$ cat src/hw/por_seq_cfg.svh
/*
 reset sequencer constants: register addresses, reset values, counts.
 assumes inclusion from the package file and the testbench.
*/
`ifndef POR_SEQ_CFG_SVH
`define POR_SEQ_CFG_SVH
`define ADDR_STACK_LOW 8'hff
`define ADDR_REG_PTR 8'hfd
`define ADDR_INT_MASK 8'hfb
`define ADDR_INT_REQ 8'hfa
`define ADDR_TIMER_MODE 8'hf1
`define ADDR_STAT 8'he0
`define RST_ZERO 8'h00
`define INT_REQ_KEEP 8'hc0
`define INT_MASK_KEEP 8'h7f
`define START_VECTOR 16'h000c
`define EXTRA_CYCLES 5'd18
`define POR_RC_TICKS 16'd1000
`define DOG_RC_TICKS 16'd500
`define RC_DIV 16'd100
`endif

$ cat src/hw/por_seq_pkg.sv
/*
 types of the reset sequencer.
 assumes por_seq_cfg.svh is on the include path.
*/
`include "por_seq_cfg.svh"
package por_seq_pkg;
    typedef enum logic [1:0] {st_oneshot, st_extra, st_run} seq_state_t;
    typedef struct packed {
        logic [7:0] addr;
        logic [7:0] wdata;
        logic wr;
        logic rd;
    } reg_req_t;
    typedef struct packed {
        logic [7:0] stack_low;
        logic [7:0] reg_ptr;
        logic [7:0] int_mask;
        logic [7:0] int_req;
        logic [7:0] timer_mode;
    } ctrl_regs_t;
endpackage

$ cat src/hw/rc_oneshot.sv
/*
 one-shot down counter ticking on the rc oscillator enable.
 assumes tick is a single-cycle enable in the core_clk domain.
*/
`timescale 1ns/1ns
`default_nettype none
module rc_oneshot #(
    parameter logic [15:0] TICKS = 16'd1000
) (
    input wire logic core_clk,
    input wire logic reset,
    input wire logic tick,
    input wire logic start,
    input wire logic enable,
    output logic expired,
    output logic running
);
    logic [15:0] cnt_r;
    logic [15:0] cnt_nxt;
    wire logic at_end = (cnt_r == 16'h0000);
    // start reloads the count, so this is retriggerable
    assign cnt_nxt = start ? TICKS : ((tick && !at_end) ? cnt_r - 16'h0001 : cnt_r);
    assign running = !at_end && enable;
    always_ff @(posedge core_clk) begin
        if (reset) begin
            cnt_r <= 16'h0000;
            expired <= 1'b0;
        end else begin
            cnt_r <= cnt_nxt;
            expired <= enable && tick && !start && (cnt_r == 16'h0001);
        end
    end
endmodule
`default_nettype wire

$ cat src/hw/por_seq.sv
/*
 power-on reset sequencer: por one-shot, watchdog, extra-cycle delay,
 control register reset values and a small register port.
 assumes power_good, stop_recovery_pin, halt_mode are async pins; rc_tick
 stands in for the on-chip rc oscillator as an enable in core_clk.
*/
`timescale 1ns/1ns
`default_nettype none
module por_seq
    import por_seq_pkg::*;
#(
    parameter logic [15:0] POR_TICKS = `POR_RC_TICKS,
    parameter logic [15:0] DOG_TICKS = `DOG_RC_TICKS,
    parameter logic [15:0] RC_DIVIDE = `RC_DIV
) (
    input wire logic core_clk,
    input wire logic reset,
    input wire logic power_good,
    input wire logic stop_recovery_pin,
    input wire logic halt_mode,
    input wire logic watchdog_instr,
    input wire logic [7:0] addr,
    input wire logic [7:0] wdata,
    input wire logic wr,
    input wire logic rd,
    output logic [7:0] rdata,
    output logic core_reset,
    output logic fetch_start,
    output logic [15:0] fetch_addr,
    output logic edge_interrupt_source_three
);
    reg_req_t req;
    ctrl_regs_t regs_r;
    seq_state_t state_r;
    logic [1:0] pg_sync_r, stop_sync_r, halt_sync_r;
    logic pg_prev_r, stop_prev_r;
    logic [15:0] rc_div_r;
    logic [4:0] extra_r;
    logic dog_en_r, full_reset_r, por_started_r;
    logic por_exp, por_run, dog_exp, dog_run;

    assign req = '{addr: addr, wdata: wdata, wr: wr, rd: rd};

    // pins cross into core_clk through two flops
    always_ff @(posedge core_clk) begin
        if (reset) begin
            pg_sync_r <= 2'b00;
            stop_sync_r <= 2'b00;
            halt_sync_r <= 2'b00;
        end else begin
            pg_sync_r <= {pg_sync_r[0], power_good};
            stop_sync_r <= {stop_sync_r[0], stop_recovery_pin};
            halt_sync_r <= {halt_sync_r[0], halt_mode};
        end
    end
    wire logic pg_s = pg_sync_r[1];
    wire logic stop_s = stop_sync_r[1];
    wire logic halt_s = halt_sync_r[1];
    wire logic pg_rise = pg_s && !pg_prev_r;
    wire logic stop_rise = stop_s && !stop_prev_r;

    // rc oscillator modelled as a divider enable; independent of the core state
    wire logic rc_tick = (rc_div_r == 16'h0000);
    always_ff @(posedge core_clk) begin
        if (reset || rc_tick) begin
            rc_div_r <= RC_DIVIDE - 16'h0001;
        end else begin
            rc_div_r <= rc_div_r - 16'h0001;
        end
    end

    // a stale expiry left over after disable must not reset the device
    wire logic dog_fire = dog_exp && dog_en_r;
    wire logic dog_timeout = dog_fire && !halt_s;
    wire logic halt_dog_timeout = dog_fire && halt_s;
    // four triggers of the one-shot
    wire logic por_trigger = pg_rise || stop_rise || dog_timeout || halt_dog_timeout;
    // full reset comes from power or watchdog only; stop pin is a recovery
    wire logic full_trigger = pg_rise || dog_fire;
    wire logic dog_start = watchdog_instr && (state_r == st_run);

    rc_oneshot #(.TICKS(POR_TICKS)) u_por (
        .core_clk(core_clk),
        .reset(reset),
        .tick(rc_tick),
        .start(por_trigger),
        .enable(1'b1),
        .expired(por_exp),
        .running(por_run)
    );

    // watchdog on rc ticks; the instruction both enables and retriggers
    rc_oneshot #(.TICKS(DOG_TICKS)) u_dog (
        .core_clk(core_clk),
        .reset(reset),
        .tick(rc_tick),
        .start(dog_start),
        .enable(dog_en_r),
        .expired(dog_exp),
        .running(dog_run)
    );

    always_ff @(posedge core_clk) begin
        if (reset) begin
            pg_prev_r <= 1'b0;
            stop_prev_r <= 1'b0;
            state_r <= st_oneshot;
            extra_r <= 5'd0;
            dog_en_r <= 1'b0;
            full_reset_r <= 1'b1;
            por_started_r <= 1'b0;
        end else begin
            pg_prev_r <= pg_s;
            stop_prev_r <= stop_s;
            if (por_trigger) begin
                state_r <= st_oneshot;
                por_started_r <= 1'b1;
                dog_en_r <= 1'b0;
                if (full_trigger) begin
                    full_reset_r <= 1'b1;
                end
            end else begin
                case (state_r)
                    st_oneshot: begin
                        if (por_exp && por_started_r) begin
                            state_r <= st_extra;
                            extra_r <= 5'd0;
                        end
                    end
                    st_extra: begin
                        extra_r <= extra_r + 5'd1;
                        if (extra_r == `EXTRA_CYCLES - 5'd1) begin
                            state_r <= st_run;
                            full_reset_r <= 1'b0;
                        end
                    end
                    default: begin
                        if (watchdog_instr) begin
                            dog_en_r <= 1'b1;
                        end
                    end
                endcase
            end
        end
    end

    assign core_reset = (state_r != st_run);
    assign fetch_start = (state_r == st_extra) && (extra_r == `EXTRA_CYCLES - 5'd1);
    assign fetch_addr = `START_VECTOR;
    assign edge_interrupt_source_three = 1'b1;

    // control registers; loaded only while a full reset is pending
    wire logic apply_defaults = full_reset_r;
    wire logic sw_wr = req.wr && (state_r == st_run);
    always_ff @(posedge core_clk) begin
        if (reset || apply_defaults) begin
            regs_r.stack_low <= `RST_ZERO;
            regs_r.reg_ptr <= `RST_ZERO;
            regs_r.timer_mode <= `RST_ZERO;
            regs_r.int_mask <= regs_r.int_mask & `INT_MASK_KEEP;
            regs_r.int_req <= regs_r.int_req & `INT_REQ_KEEP;
        end else if (sw_wr) begin
            if (req.addr == `ADDR_STACK_LOW) begin
                regs_r.stack_low <= req.wdata;
            end else if (req.addr == `ADDR_REG_PTR) begin
                regs_r.reg_ptr <= req.wdata;
            end else if (req.addr == `ADDR_INT_MASK) begin
                regs_r.int_mask <= req.wdata;
            end else if (req.addr == `ADDR_INT_REQ) begin
                regs_r.int_req <= req.wdata;
            end else if (req.addr == `ADDR_TIMER_MODE) begin
                regs_r.timer_mode <= req.wdata;
            end
        end
    end

    logic [7:0] rd_mux;
    wire logic [7:0] stat_word = {3'b000, dog_run, dog_en_r, por_run, state_r};
    always_comb begin
        if (req.addr == `ADDR_STACK_LOW) begin
            rd_mux = regs_r.stack_low;
        end else if (req.addr == `ADDR_REG_PTR) begin
            rd_mux = regs_r.reg_ptr;
        end else if (req.addr == `ADDR_INT_MASK) begin
            rd_mux = regs_r.int_mask;
        end else if (req.addr == `ADDR_INT_REQ) begin
            rd_mux = regs_r.int_req;
        end else if (req.addr == `ADDR_TIMER_MODE) begin
            rd_mux = regs_r.timer_mode;
        end else if (req.addr == `ADDR_STAT) begin
            rd_mux = stat_word;
        end else begin
            rd_mux = 8'h00;
        end
    end
    always_ff @(posedge core_clk) begin
        if (reset) begin
            rdata <= 8'h00;
        end else begin
            rdata <= req.rd ? rd_mux : 8'h00;
        end
    end

    property p_extra_release;
        @(posedge core_clk) disable iff (reset)
        (state_r == st_oneshot && por_exp && por_started_r && !por_trigger)
            |=> (core_reset [*8]) ##0 1'b1;
    endproperty
    a_extra_release: assert property (p_extra_release) else $error("released early");

    property p_reset_regs;
        @(posedge core_clk) disable iff (reset)
        (state_r == st_extra && full_reset_r)
            |=> (regs_r.stack_low == 8'h00 && regs_r.reg_ptr == 8'h00 && !regs_r.int_mask[7]);
    endproperty
    a_reset_regs: assert property (p_reset_regs) else $error("regs not reset");

    property p_irq_low;
        @(posedge core_clk) disable iff (reset)
        (state_r == st_extra && full_reset_r)
            |=> (regs_r.int_req[5:0] == 6'h00 && regs_r.timer_mode == 8'h00);
    endproperty
    a_irq_low: assert property (p_irq_low) else $error("irq not cleared");

    property p_stop_keep;
        @(posedge core_clk) disable iff (reset)
        (!full_reset_r && !full_trigger && !sw_wr) |=> $stable(regs_r);
    endproperty
    a_stop_keep: assert property (p_stop_keep) else $error("regs changed");

    property p_trigger_restarts;
        @(posedge core_clk) disable iff (reset)
        por_trigger |=> (state_r == st_oneshot && core_reset);
    endproperty
    a_trigger_restarts: assert property (p_trigger_restarts) else $error("no restart");

    property p_dog_off;
        @(posedge core_clk) disable iff (reset)
        !dog_en_r |-> !dog_fire;
    endproperty
    a_dog_off: assert property (p_dog_off) else $error("watchdog fired disabled");

    property p_dog_reset;
        @(posedge core_clk) disable iff (reset)
        dog_fire |=> (core_reset && full_reset_r);
    endproperty
    a_dog_reset: assert property (p_dog_reset) else $error("watchdog no reset");

    property p_dog_restart;
        @(posedge core_clk) disable iff (reset)
        dog_start |=> !dog_exp;
    endproperty
    a_dog_restart: assert property (p_dog_restart) else $error("refresh not honoured");

    property p_stop_no_defaults;
        @(posedge core_clk) disable iff (reset)
        (stop_rise && !full_trigger && !full_reset_r) |=> !full_reset_r;
    endproperty
    a_stop_no_defaults: assert property (p_stop_no_defaults) else $error("stop reloaded");

    property p_oneshot_holds;
        @(posedge core_clk) disable iff (reset)
        por_run |-> core_reset;
    endproperty
    a_oneshot_holds: assert property (p_oneshot_holds) else $error("core ran early");

    property p_release_after_fetch;
        @(posedge core_clk) disable iff (reset)
        $fell(core_reset) |-> $past(fetch_start);
    endproperty
    a_release_after_fetch: assert property (p_release_after_fetch) else $error("no fetch");

    property p_full_marks;
        @(posedge core_clk) disable iff (reset)
        full_trigger |=> full_reset_r;
    endproperty
    a_full_marks: assert property (p_full_marks) else $error("full reset lost");

    property p_extra_bound;
        @(posedge core_clk) disable iff (reset)
        (state_r == st_extra) |-> (extra_r < `EXTRA_CYCLES);
    endproperty
    a_extra_bound: assert property (p_extra_bound) else $error("extra overrun");

    property p_run_fetch;
        @(posedge core_clk) disable iff (reset)
        fetch_start && !por_trigger |=> (!core_reset && fetch_addr == 16'h000c);
    endproperty
    a_run_fetch: assert property (p_run_fetch) else $error("bad fetch");
endmodule
`default_nettype wire

$ cat config.mk
export PLATFORM = sky130hd
export DESIGN_NAME = por_seq
export DESIGN_NICKNAME = d
export VERILOG_FILES = /design/src/hw/por_seq_pkg.sv /design/src/hw/rc_oneshot.sv /design/src/hw/por_seq.sv
export VERILOG_INCLUDE_DIRS = /design/src /design/src/hw
export SDC_FILE = /design/constraint.sdc
export NUM_CORES = 1
export LEC_CHECK = 0
export ABC_AREA = 0
export BUFFER_PORTS_ARGS = -buffer_cell sky130_fd_sc_hd__buf_4
export CORE_ASPECT_RATIO = 1.4
export CORE_MARGIN = 2
export CORE_UTILIZATION = 35
export CTS_CLUSTER_DIAMETER = 40
export DETAILED_ROUTE_END_ITERATION = 16
export GPL_TIMING_DRIVEN = 0
export MAX_ROUTING_LAYER = met4
export SYNTH_ARGS = -nofsm -noshare
export SYNTH_HDL_FRONTEND = slang
export SYNTH_SLANG_ARGS = --single-unit
$ cat constraint.sdc
create_clock -name core_clk -period 2 [get_ports core_clk]
set_input_delay 0.2 -clock core_clk [delete_from_list [all_inputs] [get_ports core_clk]]
set_output_delay 0.2 -clock core_clk [all_outputs]
set_load 0.03 [all_outputs]
==> results of run 1 <==
[critical path: cells and delay by family (launching register included)]
family	cells	cell delay, ns
flip-flops	1	0.31
buffers and inverters	2	0.26
AO/OA/AOI/OAI	1	0.13
AND/OR/NAND/NOR	4	1.42
[repair_timing]
action                                  4_1_cts  5_1_grt
endpoints found under the hold margin         3        0
buffers inserted                             12       16
resized for setup                            27       60
cloned                                        0        3
endpoints found under the setup margin       79       78
hold buffers                                  3        0
pin swaps                                    11       35
[cells by family (layout without fill, tap and decap cells)]
logic type / after synthesis / in the layout / share of synthesized area, %
and+or+nand+nor: 239 / 239 / 24.72
DFF: 114 / 114 / 45.85
AOI/OAI and AO/OA: 77 / 77 / 8.465
buffers and inverters: 52 / 146 / 5.199
muxes: 38 / 38 / 7.521
xor gates and xnor gates: 35 / 35 / 5.925
adders and majority gates: 9 / 9 / 2.177
other: 2 / 17 / 0.1452
[state kept, by name (all words and copies together), names as in the netlist]
register	flops
apply_defaults	1
dog_en_r	1
extra_r	5
pg_prev_r	1
pg_sync_r	2
por_started_r	1
rc_div_r	16
rdata	8
regs_r	40
state_r	2
stop_prev_r	1
stop_sync_r	2
u_dog.cnt_r	16
u_dog.expired	1
u_por.cnt_r	16
u_por.expired	1
[power by group]
part / internal (µW) / switching [µW] / total (µW)
Sequential: 2330 / 27.5 / 2360
Clock: 1960 / 1020 / 2980
Combinational: 153 / 218 / 372
Total: 4440 / 1270 / 5710
[cell type report]
class | count | area [µm²]
Fill cell | 1363 | 7521
Multi-Input combinational cell | 415 | 2874
Inverter | 13 | 48.80
Clock buffer | 19 | 442.9
Tap cell | 189 | 236.5
Timing Repair Buffer | 63 | 555.5
Sequential cell | 114 | 2381
Buffer | 38 | 242.7
Clock inverter | 13 | 141.4
[worst paths after layout]
kind	to	slack, ns	cells after the start
worst max-delay path	u_por.cnt_r[10]	-0.19	7
worst min-delay path	regs_r[22]	0.02	1
worst max register to register	u_por.cnt_r[10]	-0.19	7
worst min register to register	pg_sync_r[1]	0.43	1
[routing by layer]
metal	vias to the layer above	share of wire (%)	GRT usage, %
li1	2158	-	-
met1	2062	40	16.91
met2	90	53	28.85
met3	25	3.8	3.836
met4	0	2.8	7.338
met5	-	0	-
[placed cells by master, fill, tap and decap left out, drive strengths merged, types with 15 or more instances in the layout]
cell    Yosys  routed
conb        2      17
nand2      32      32
dfxtp     105     105
nand4      16      16
nand3      15      15
xor2       24      24
nor2       84      84
a21oi      41      41
clkbuf     18      38
mux2i      31      31
or3        16      16
o21ai      20      20
buf        21      79
[through the flow]
stage	hold slack [ns]	utilization (%)
2_1_floorplan	0.2989	-
3_3_place_gp	0.4076	39.38
3_5_place_dp	0.4183	39.38
4_1_cts	0.001552	45.06
5_1_grt	0.006498	47.93
6_report	0.01941	47.93
==> impl_metrics.ini, run 1 <==
[outcome]
outcome = finished, violations left
violations = setup timing

[logic_synthesis]
synth_area_um2 = 5174
synth_flop_cell = dfxtp_1
synth_top_area_share_pct = 40.63
yosysWarningCount = 0
synth_most_common_cell = dfxtp_1
synth_area_leader_cell = dfxtp_1
synth_common_cells = 105 x dfxtp_1, 84 x nor2_1, 41 x a21oi_1
seq_area_frac_synth_pct = 45.85
netlist-cell-type-count = 51
synth_cells = 566
yosys-top-cells-area = dfxtp_1 41%, nor2_1 6.1%, mux2i_1 6.0%
synthArstFlopShare_pct = 0
synth-edff-count = 9
avgSynthCellArea_um2 = 9.141
synth_seq_cells = 114

[final_layout]
antenna_cells = 0
area_delta_synth_final_pct = 33.81
drive_gt1_share_pct = 27.41
nets = 695
fin_area_um2 = 6923
final_cells = 864

[floorplan]
dieArea_um2 = 15780
fp-row-count = 52
start_util_pct = 35.82
core_um2 = 14440
die_w_um = 106.8
fp.dieH_um = 147.9
ioPinCount = 51

[route]
via_per_inst = 5.017
wirelength_um = 12850
drt_iter0_markers = 214
wl_per_cell_um = 14.87
vias = 4335
first_pass_iters = 4
drc = 0
ant_nets = 0

[setup_path]
crit_start = rc_div_r[13]
crit_path_max_incr_delay_ns = 0.56
crit_arrival_ns = 2.53
crit_fanout = 6
crit_chain = or4_4, nor4_4, buf_6, buf_6, nand4_4, or4_4, a21oi_2
r2r_start = rc_div_r[13]
cp.required_ns = 2.34
slowest_stage = or4_4
critPathKind = reg -> reg
cp-end-kind = flop
setup.worst_path.start_class = flop

[sta]
setup-violations-final = 35
setup_slack_ns = -0.1949
finalHoldViolations = 0
tightest_slew_ns = 1.016
fin_crit_ns = 2.195
finalSetupTns_ns = -2.091
slew_headroom_pct = 31.32
max_freq_mhz = 455.6
rsz0062_at_grt = yes
skew_ns = 0.01023
period_share_pct = 109.7
maxSlewViolCount = 0

[place]
gp_congestion = 0.8749
place_inst = 799
dp_hpwl_um = 8521
placed_area_um2 = 5688
place_ws_ns = -0.4617
port_buffers = 29

[clock_network]
clk_pin_slew_ns = 0.06
clock_latency_ns = 0.41
clockBufferDepth = 2
cts_buffers = 17
cts_sinks = 114
cts_tree = built
cts_root_buffer = clkbuf_16
htreeDepth = 4

[global_route]
grt_first_pass_wirelength_um = 19760
grt_antenna_before_repair = 0
grt_max_degree = 17
grt-ovfl-total = 0
track_usage_pct = 16.26
first_global_vias = 4169

[power]
ir_worst_vdd_mv = 0.6249
power_uw = 5710
p_per_area_nw_per_um2 = 824.8
leakage_uw = 0.002637

[flow_run]
maxCapViolCount = 0

[min_path]
min_path_type = in -> reg
min_from = wdata[6]
Note: power is estimated with default switching activity, not from simulation.
==> inputs of run 2 (changes only) <==
--- a/config.mk
+++ b/config.mk
@@ -10,11 +10,13 @@
 export BUFFER_PORTS_ARGS = -buffer_cell sky130_fd_sc_hd__buf_4
 export CORE_ASPECT_RATIO = 1.4
 export CORE_MARGIN = 2
-export CORE_UTILIZATION = 35
+export CORE_UTILIZATION = 55
 export CTS_CLUSTER_DIAMETER = 40
 export DETAILED_ROUTE_END_ITERATION = 16
 export GPL_TIMING_DRIVEN = 0
 export MAX_ROUTING_LAYER = met4
+export PLACE_DENSITY = 0.75
+export SLEW_MARGIN = 25
 export SYNTH_ARGS = -nofsm -noshare
 export SYNTH_HDL_FRONTEND = slang
 export SYNTH_SLANG_ARGS = --single-unit
==> constraint.sdc (replaced) <==
create_clock -name core_clk -period 2.39 [get_ports core_clk]
set_input_delay 0.239 -clock core_clk [delete_from_list [all_inputs] [get_ports core_clk]]
set_output_delay 0.239 -clock core_clk [all_outputs]
set_load 0.03 [all_outputs]
==> run 2 against run 1 <==
- the run now ends clean
- clock power down 22%
- count of clock-buffer cells in the layout up 7
- global-route usage up 8.0 points
- core utilization up 20 points
- critical path type unchanged
==> impl_metrics.ini, run 2 (synthesized netlist as in run 1, its figures left out) <==
[power]
p_per_area_nw_per_um2 = 734.2
ir_worst_vdd_mv = 0.6522
leakage_uw = 0.002422

[min_path]
min_path_type = in -> reg
min_to = stop_sync_r[0]
min_from = stop_recovery_pin
hold_depth = 2

[sta]
period_share_pct = 96.76
tightest_slew_ns = 0.8636
finalHoldViolations = 0
max_freq_mhz = 432.4
setup-violations-final = 0
skew_ns = 0.01163
slew_headroom_pct = 42.21
fin_crit_ns = 2.313
finalSetupTns_ns = 0
maxSlewViolCount = 0

[place]
gp_congestion = 0.8972
dp_hpwl_um = 8265
port_buffers = 29
place_inst = 717

[floorplan]
fp.dieH_um = 118.8
dieArea_um2 = 10210
ioPinCount = 51
die_w_um = 85.97
core_um2 = 9080
fp-row-count = 41
start_util_pct = 56.98

[route]
via_per_inst = 5.720
vias = 4307
first_pass_iters = 4
drt_iter0_markers = 151
wl_per_cell_um = 15.55
ant_nets = 0
wirelength_um = 11710
drc = 0

[setup_path]
crit_family = simple AND/OR/NAND/NOR gates
cp-end-kind = flop
critPathKind = reg -> reg
crit_chain = inv_2, ha_1, or4b_4, nor4_4, buf_4, nand3b_1, buf_4, or3_1, a21oi_2
cp.required_ns = 2.73
crit_arrival_ns = 2.65
path_common_cell = buf_4
slowest_stage = or4b_4
crit_fanout = 4
r2r-end = u_por.cnt_r[15]
crit_path_max_incr_delay_ns = 0.49
path_buf_inv = 3
worst-r2r-setup-slack_ns = 0.08
r2r_cells = 9
setup.worst_path.start_class = flop
r2r_start = rc_div_r[0]

[final_layout]
drive_gt1_share_pct = 16.56
mostFrequentLayoutCells = 105 x dfxtp_1, 84 x nor2_1, 51 x buf_4
layout_commonest_cell = dfxtp_1
largest-register = regs_r
fill_cells = 730
area_delta_synth_final_pct = 19.83
antenna_cells = 0
post-route-util_pct = 68.28
final_cells = 753
largest_reg_flops = 40
nets = 666

[global_route]
grt_first_pass_wirelength_um = 19110
grt_max_degree = 17
first_global_vias = 4289
grt_antenna_before_repair = 0
grt-ovfl-total = 0
track_usage_pct = 24.26

[clock_network]
clockBufferDepth = 2
clk_pin_slew_ns = 0.05
htreeDepth = 4
cts_tree = built
cts_sinks = 114
clock_latency_ns = 0.41
cts_buffers = 17
cts_root_buffer = clkbuf_16

[outcome]
outcome = finished, final reports clean

[flow_run]
maxCapViolCount = 0
-- run 2: cell types whose count changed in the layout (fill, tap and decap cells not counted), moves of 6 or more --
cell      change
clkbuf_1      +6
dfxtp_2       -7
buf_4        -17
nor2_4        -8
nor2_1       +13
dfxtp_1       +7
-- run 2: power by group --
| group | switching [µW] | leakage [µW] | total, µW | internal (µW) |
|---|---|---|---|---|
| Sequential | 20.8 | 0.000930 | 1970 | 1950 |
| Clock | 804 | 0.000278 | 2330 | 1530 |
| Combinational | 158 | 0.00121 | 252 | 93.6 |
| Total | 983 | 0.00242 | 4550 | 3570 |
-- run 2: worst max-delay path by stage --
stage,startpoint,end,depth (start not counted)
2_1_floorplan,rc_div_r[0],u_dog.cnt_r[15],8
3_3_place_gp,rc_div_r[0],u_por.cnt_r[1],7
3_5_place_dp,rc_div_r[0],u_dog.cnt_r[1],7
4_1_cts,rc_div_r[0],u_por.cnt_r[5],10
5_1_grt,u_por.cnt_r[8],u_por.cnt_r[15],6
6_report,rc_div_r[0],u_por.cnt_r[15],9
-- run 2: final cells by class --
cell class	count	area (µm²)	area share [%]
buffer	38	219.0	3.532
clock buffer	26	499.2	8.052
clock inverter	6	55.05	0.8880
inverter	13	48.80	0.7871
multi-input combinational	415	2616	42.20
sequential	114	2372	38.26
tap	107	133.9	2.159
timing repair buffer	34	255.2	4.117
-- run 2: timing repair --
action                                  CTS  global route
endpoints found under the hold margin     0             0
hold buffers                              0             0
resized for setup                         1             6
endpoints found under the setup margin   13            23
setup buffers                             1             4
pin swaps                                 0             2
-- run 2: routing by layer --
metal	share of wire (%)	up-vias	track usage, %
met5	0	-	-
met2	54	111	43.02
met3	4.1	31	5.517
li1	-	2115	-
met4	3.3	0	11.81
met1	39	2050	24.56
-- run 2: per-stage QoR --
step	total power (µW)	hold WS [ns]	instance area, µm²	setup slack, ns
2_1_floorplan	2176	0.3379	5230	0.3207
3_3_place_gp	2245	0.3991	5582	-0.07512
3_5_place_dp	2252	0.4051	5582	-0.2291
4_1_cts	4577	0.03576	6150	0.04720
5_1_grt	4676	0.03955	6200	-0.03736
6_report	4552	0.04296	6200	0.07742
==> inputs of run 3 (changes only) <==
--- a/config.mk
+++ b/config.mk
@@ -8,7 +8,7 @@
 export LEC_CHECK = 0
 export ABC_AREA = 0
 export BUFFER_PORTS_ARGS = -buffer_cell sky130_fd_sc_hd__buf_4
-export CORE_ASPECT_RATIO = 1.4
+export CORE_ASPECT_RATIO = 1.5
 export CORE_MARGIN = 2
 export CORE_UTILIZATION = 55
 export CTS_CLUSTER_DIAMETER = 40
==> run 3 against run 2 <==
- worst setup slack better by 0.052 ns
- die area about the same
- routed wire length grew 0.35%
- non-clock buffer count fell by 2
- core utilization fell by 0.67 points
- clock power is 5% higher
- first-iteration DRC count is 6.0% higher
- largest cell class unchanged
- highest routed layer unchanged
==> impl_metrics.ini, run 3 (synthesized netlist as in run 1, its figures left out) <==
[sta]
hold-worst-slack_ns = 0.04394
slew_headroom_pct = 42.81
setup-violations-final = 0
finalHoldViolations = 0
tightest_slew_ns = 0.8547
maxSlewViolCount = 0
skew_ns = 0.01190
finalSetupTns_ns = 0
setup_slack_ns = 0.1292
rsz0062_at_grt = no
max_freq_mhz = 442.3
period_share_pct = 94.59
fin_crit_ns = 2.261

[floorplan]
fp.dieH_um = 122.8
die_w_um = 83.19
ioPinCount = 51
core_um2 = 9200
fp-row-count = 43
start_util_pct = 56.24
dieArea_um2 = 10210

[setup_path]
crit_start = state_r[1]
r2r_cells = 5
r2r-end = regs_r[13]
cp-end-kind = flop
endpoint = regs_r[13]
critPathKind = reg -> reg
r2r_start = state_r[1]
setup.worst_path.start_class = flop
crit_fanout = 8
worst-r2r-setup-slack_ns = 0.13
crit_arrival_ns = 2.53
cp.required_ns = 2.66

[clock_network]
cts_buffers = 17
clock_latency_ns = 0.41
clockBufferDepth = 2
clk_pin_slew_ns = 0.05
cts_tree = built
htreeDepth = 4
cts_root_buffer = clkbuf_16
cts_sinks = 114

[route]
wl_per_cell_um = 15.54
ant_nets = 0
wirelength_um = 11750
drc = 0
drt_iter0_markers = 160
via_per_inst = 5.701
vias = 4310
first_pass_iters = 7

[final_layout]
largest-register = regs_r
layout_commonest_cell = dfxtp_1
area_delta_synth_final_pct = 20.22
final_cells = 756
drive_gt1_share_pct = 15.84
antenna_cells = 0
fill_cells = 740
nets = 664
mostFrequentLayoutCells = 105 x dfxtp_1, 84 x nor2_1, 50 x buf_4
largest_reg_flops = 40

[global_route]
grt_first_pass_wirelength_um = 19550
grt-ovfl-total = 0
grt_antenna_before_repair = 0
grt_max_degree = 17
track_usage_pct = 24.77
first_global_vias = 4361

[power]
p_per_area_nw_per_um2 = 749.6
power_uw = 4662
leakage_uw = 0.002432
ir_worst_vdd_mv = 0.6461

[place]
place_inst = 722
gp_congestion = 0.8926
dp_hpwl_um = 8455
place_ws_ns = -0.1344
port_buffers = 29

[min_path]
min_from = stop_recovery_pin
min_path_type = in -> reg

[outcome]
outcome = finished, final reports clean

[flow_run]
maxCapViolCount = 0
==> run 3: worst min-delay path by stage <==
stage / slack (ns) / end / cells after the start
floorplan: 0.34 / regs_r[14] / 0
CTS: 0.03 / stop_sync_r[0] / 2
detailed placement: 0.41 / rc_div_r[0] / 1
global route: 0.03 / regs_r[14] / 1
finish: 0.04 / stop_sync_r[0] / 2
global placement: 0.40 / rc_div_r[0] / 1
==> run 3: worst max-delay path: stages (launching register included) <==
cell and delay, ns:
dfxtp_1 0.36, nor2b_1 0.40, nand2_1 0.30, nor3_2 0.66
mux2i_1 0.33, nor2_1 0.06
==> run 3: cell type report <==
cell class	instances	area, µm²	share of cell area [%]
Clock buffer	26	499.2	8.027
Sequential cell	114	2372	38.14
Buffer	38	219.0	3.520
Multi-Input combinational cell	415	2620	42.12
Tap cell	112	140.1	2.253
Inverter	13	48.80	0.7845
Clock inverter	6	80.08	1.287
Timing Repair Buffer	32	240.2	3.862
==> run 3: per-stage QoR <==
step	utilization, %	cell area (µm²)
after floorplan	-	5230
after global placement	60.74	5588
after detailed placement	60.74	5588
after CTS	67.41	6202
after global routing	67.61	6220
final	67.61	6220
==> run 3: where the power goes <==
group	total (µW)	internal, µW	switching (µW)
combinational	256	96.1	160
clock	2440	1630	802
sequential	1970	1950	20.8
total	4660	3680	982
==> run 3: repair_timing <==
item / CTS / global route
pin swaps: 1 / 1
resized for setup: 3 / 2
buffers inserted: 3 / 0
cloned: 0 / 0
hold buffers: 0 / 0
endpoints found under the setup margin: 12 / 24
==> run 3: routing by layer <==
metal | routed length (µm) | GRT usage, %
met4 | 346 | 14.34
met5 | 0 | -
met1 | 4540 | 23.42
met3 | 506 | 6.052
met2 | 6358 | 45.51
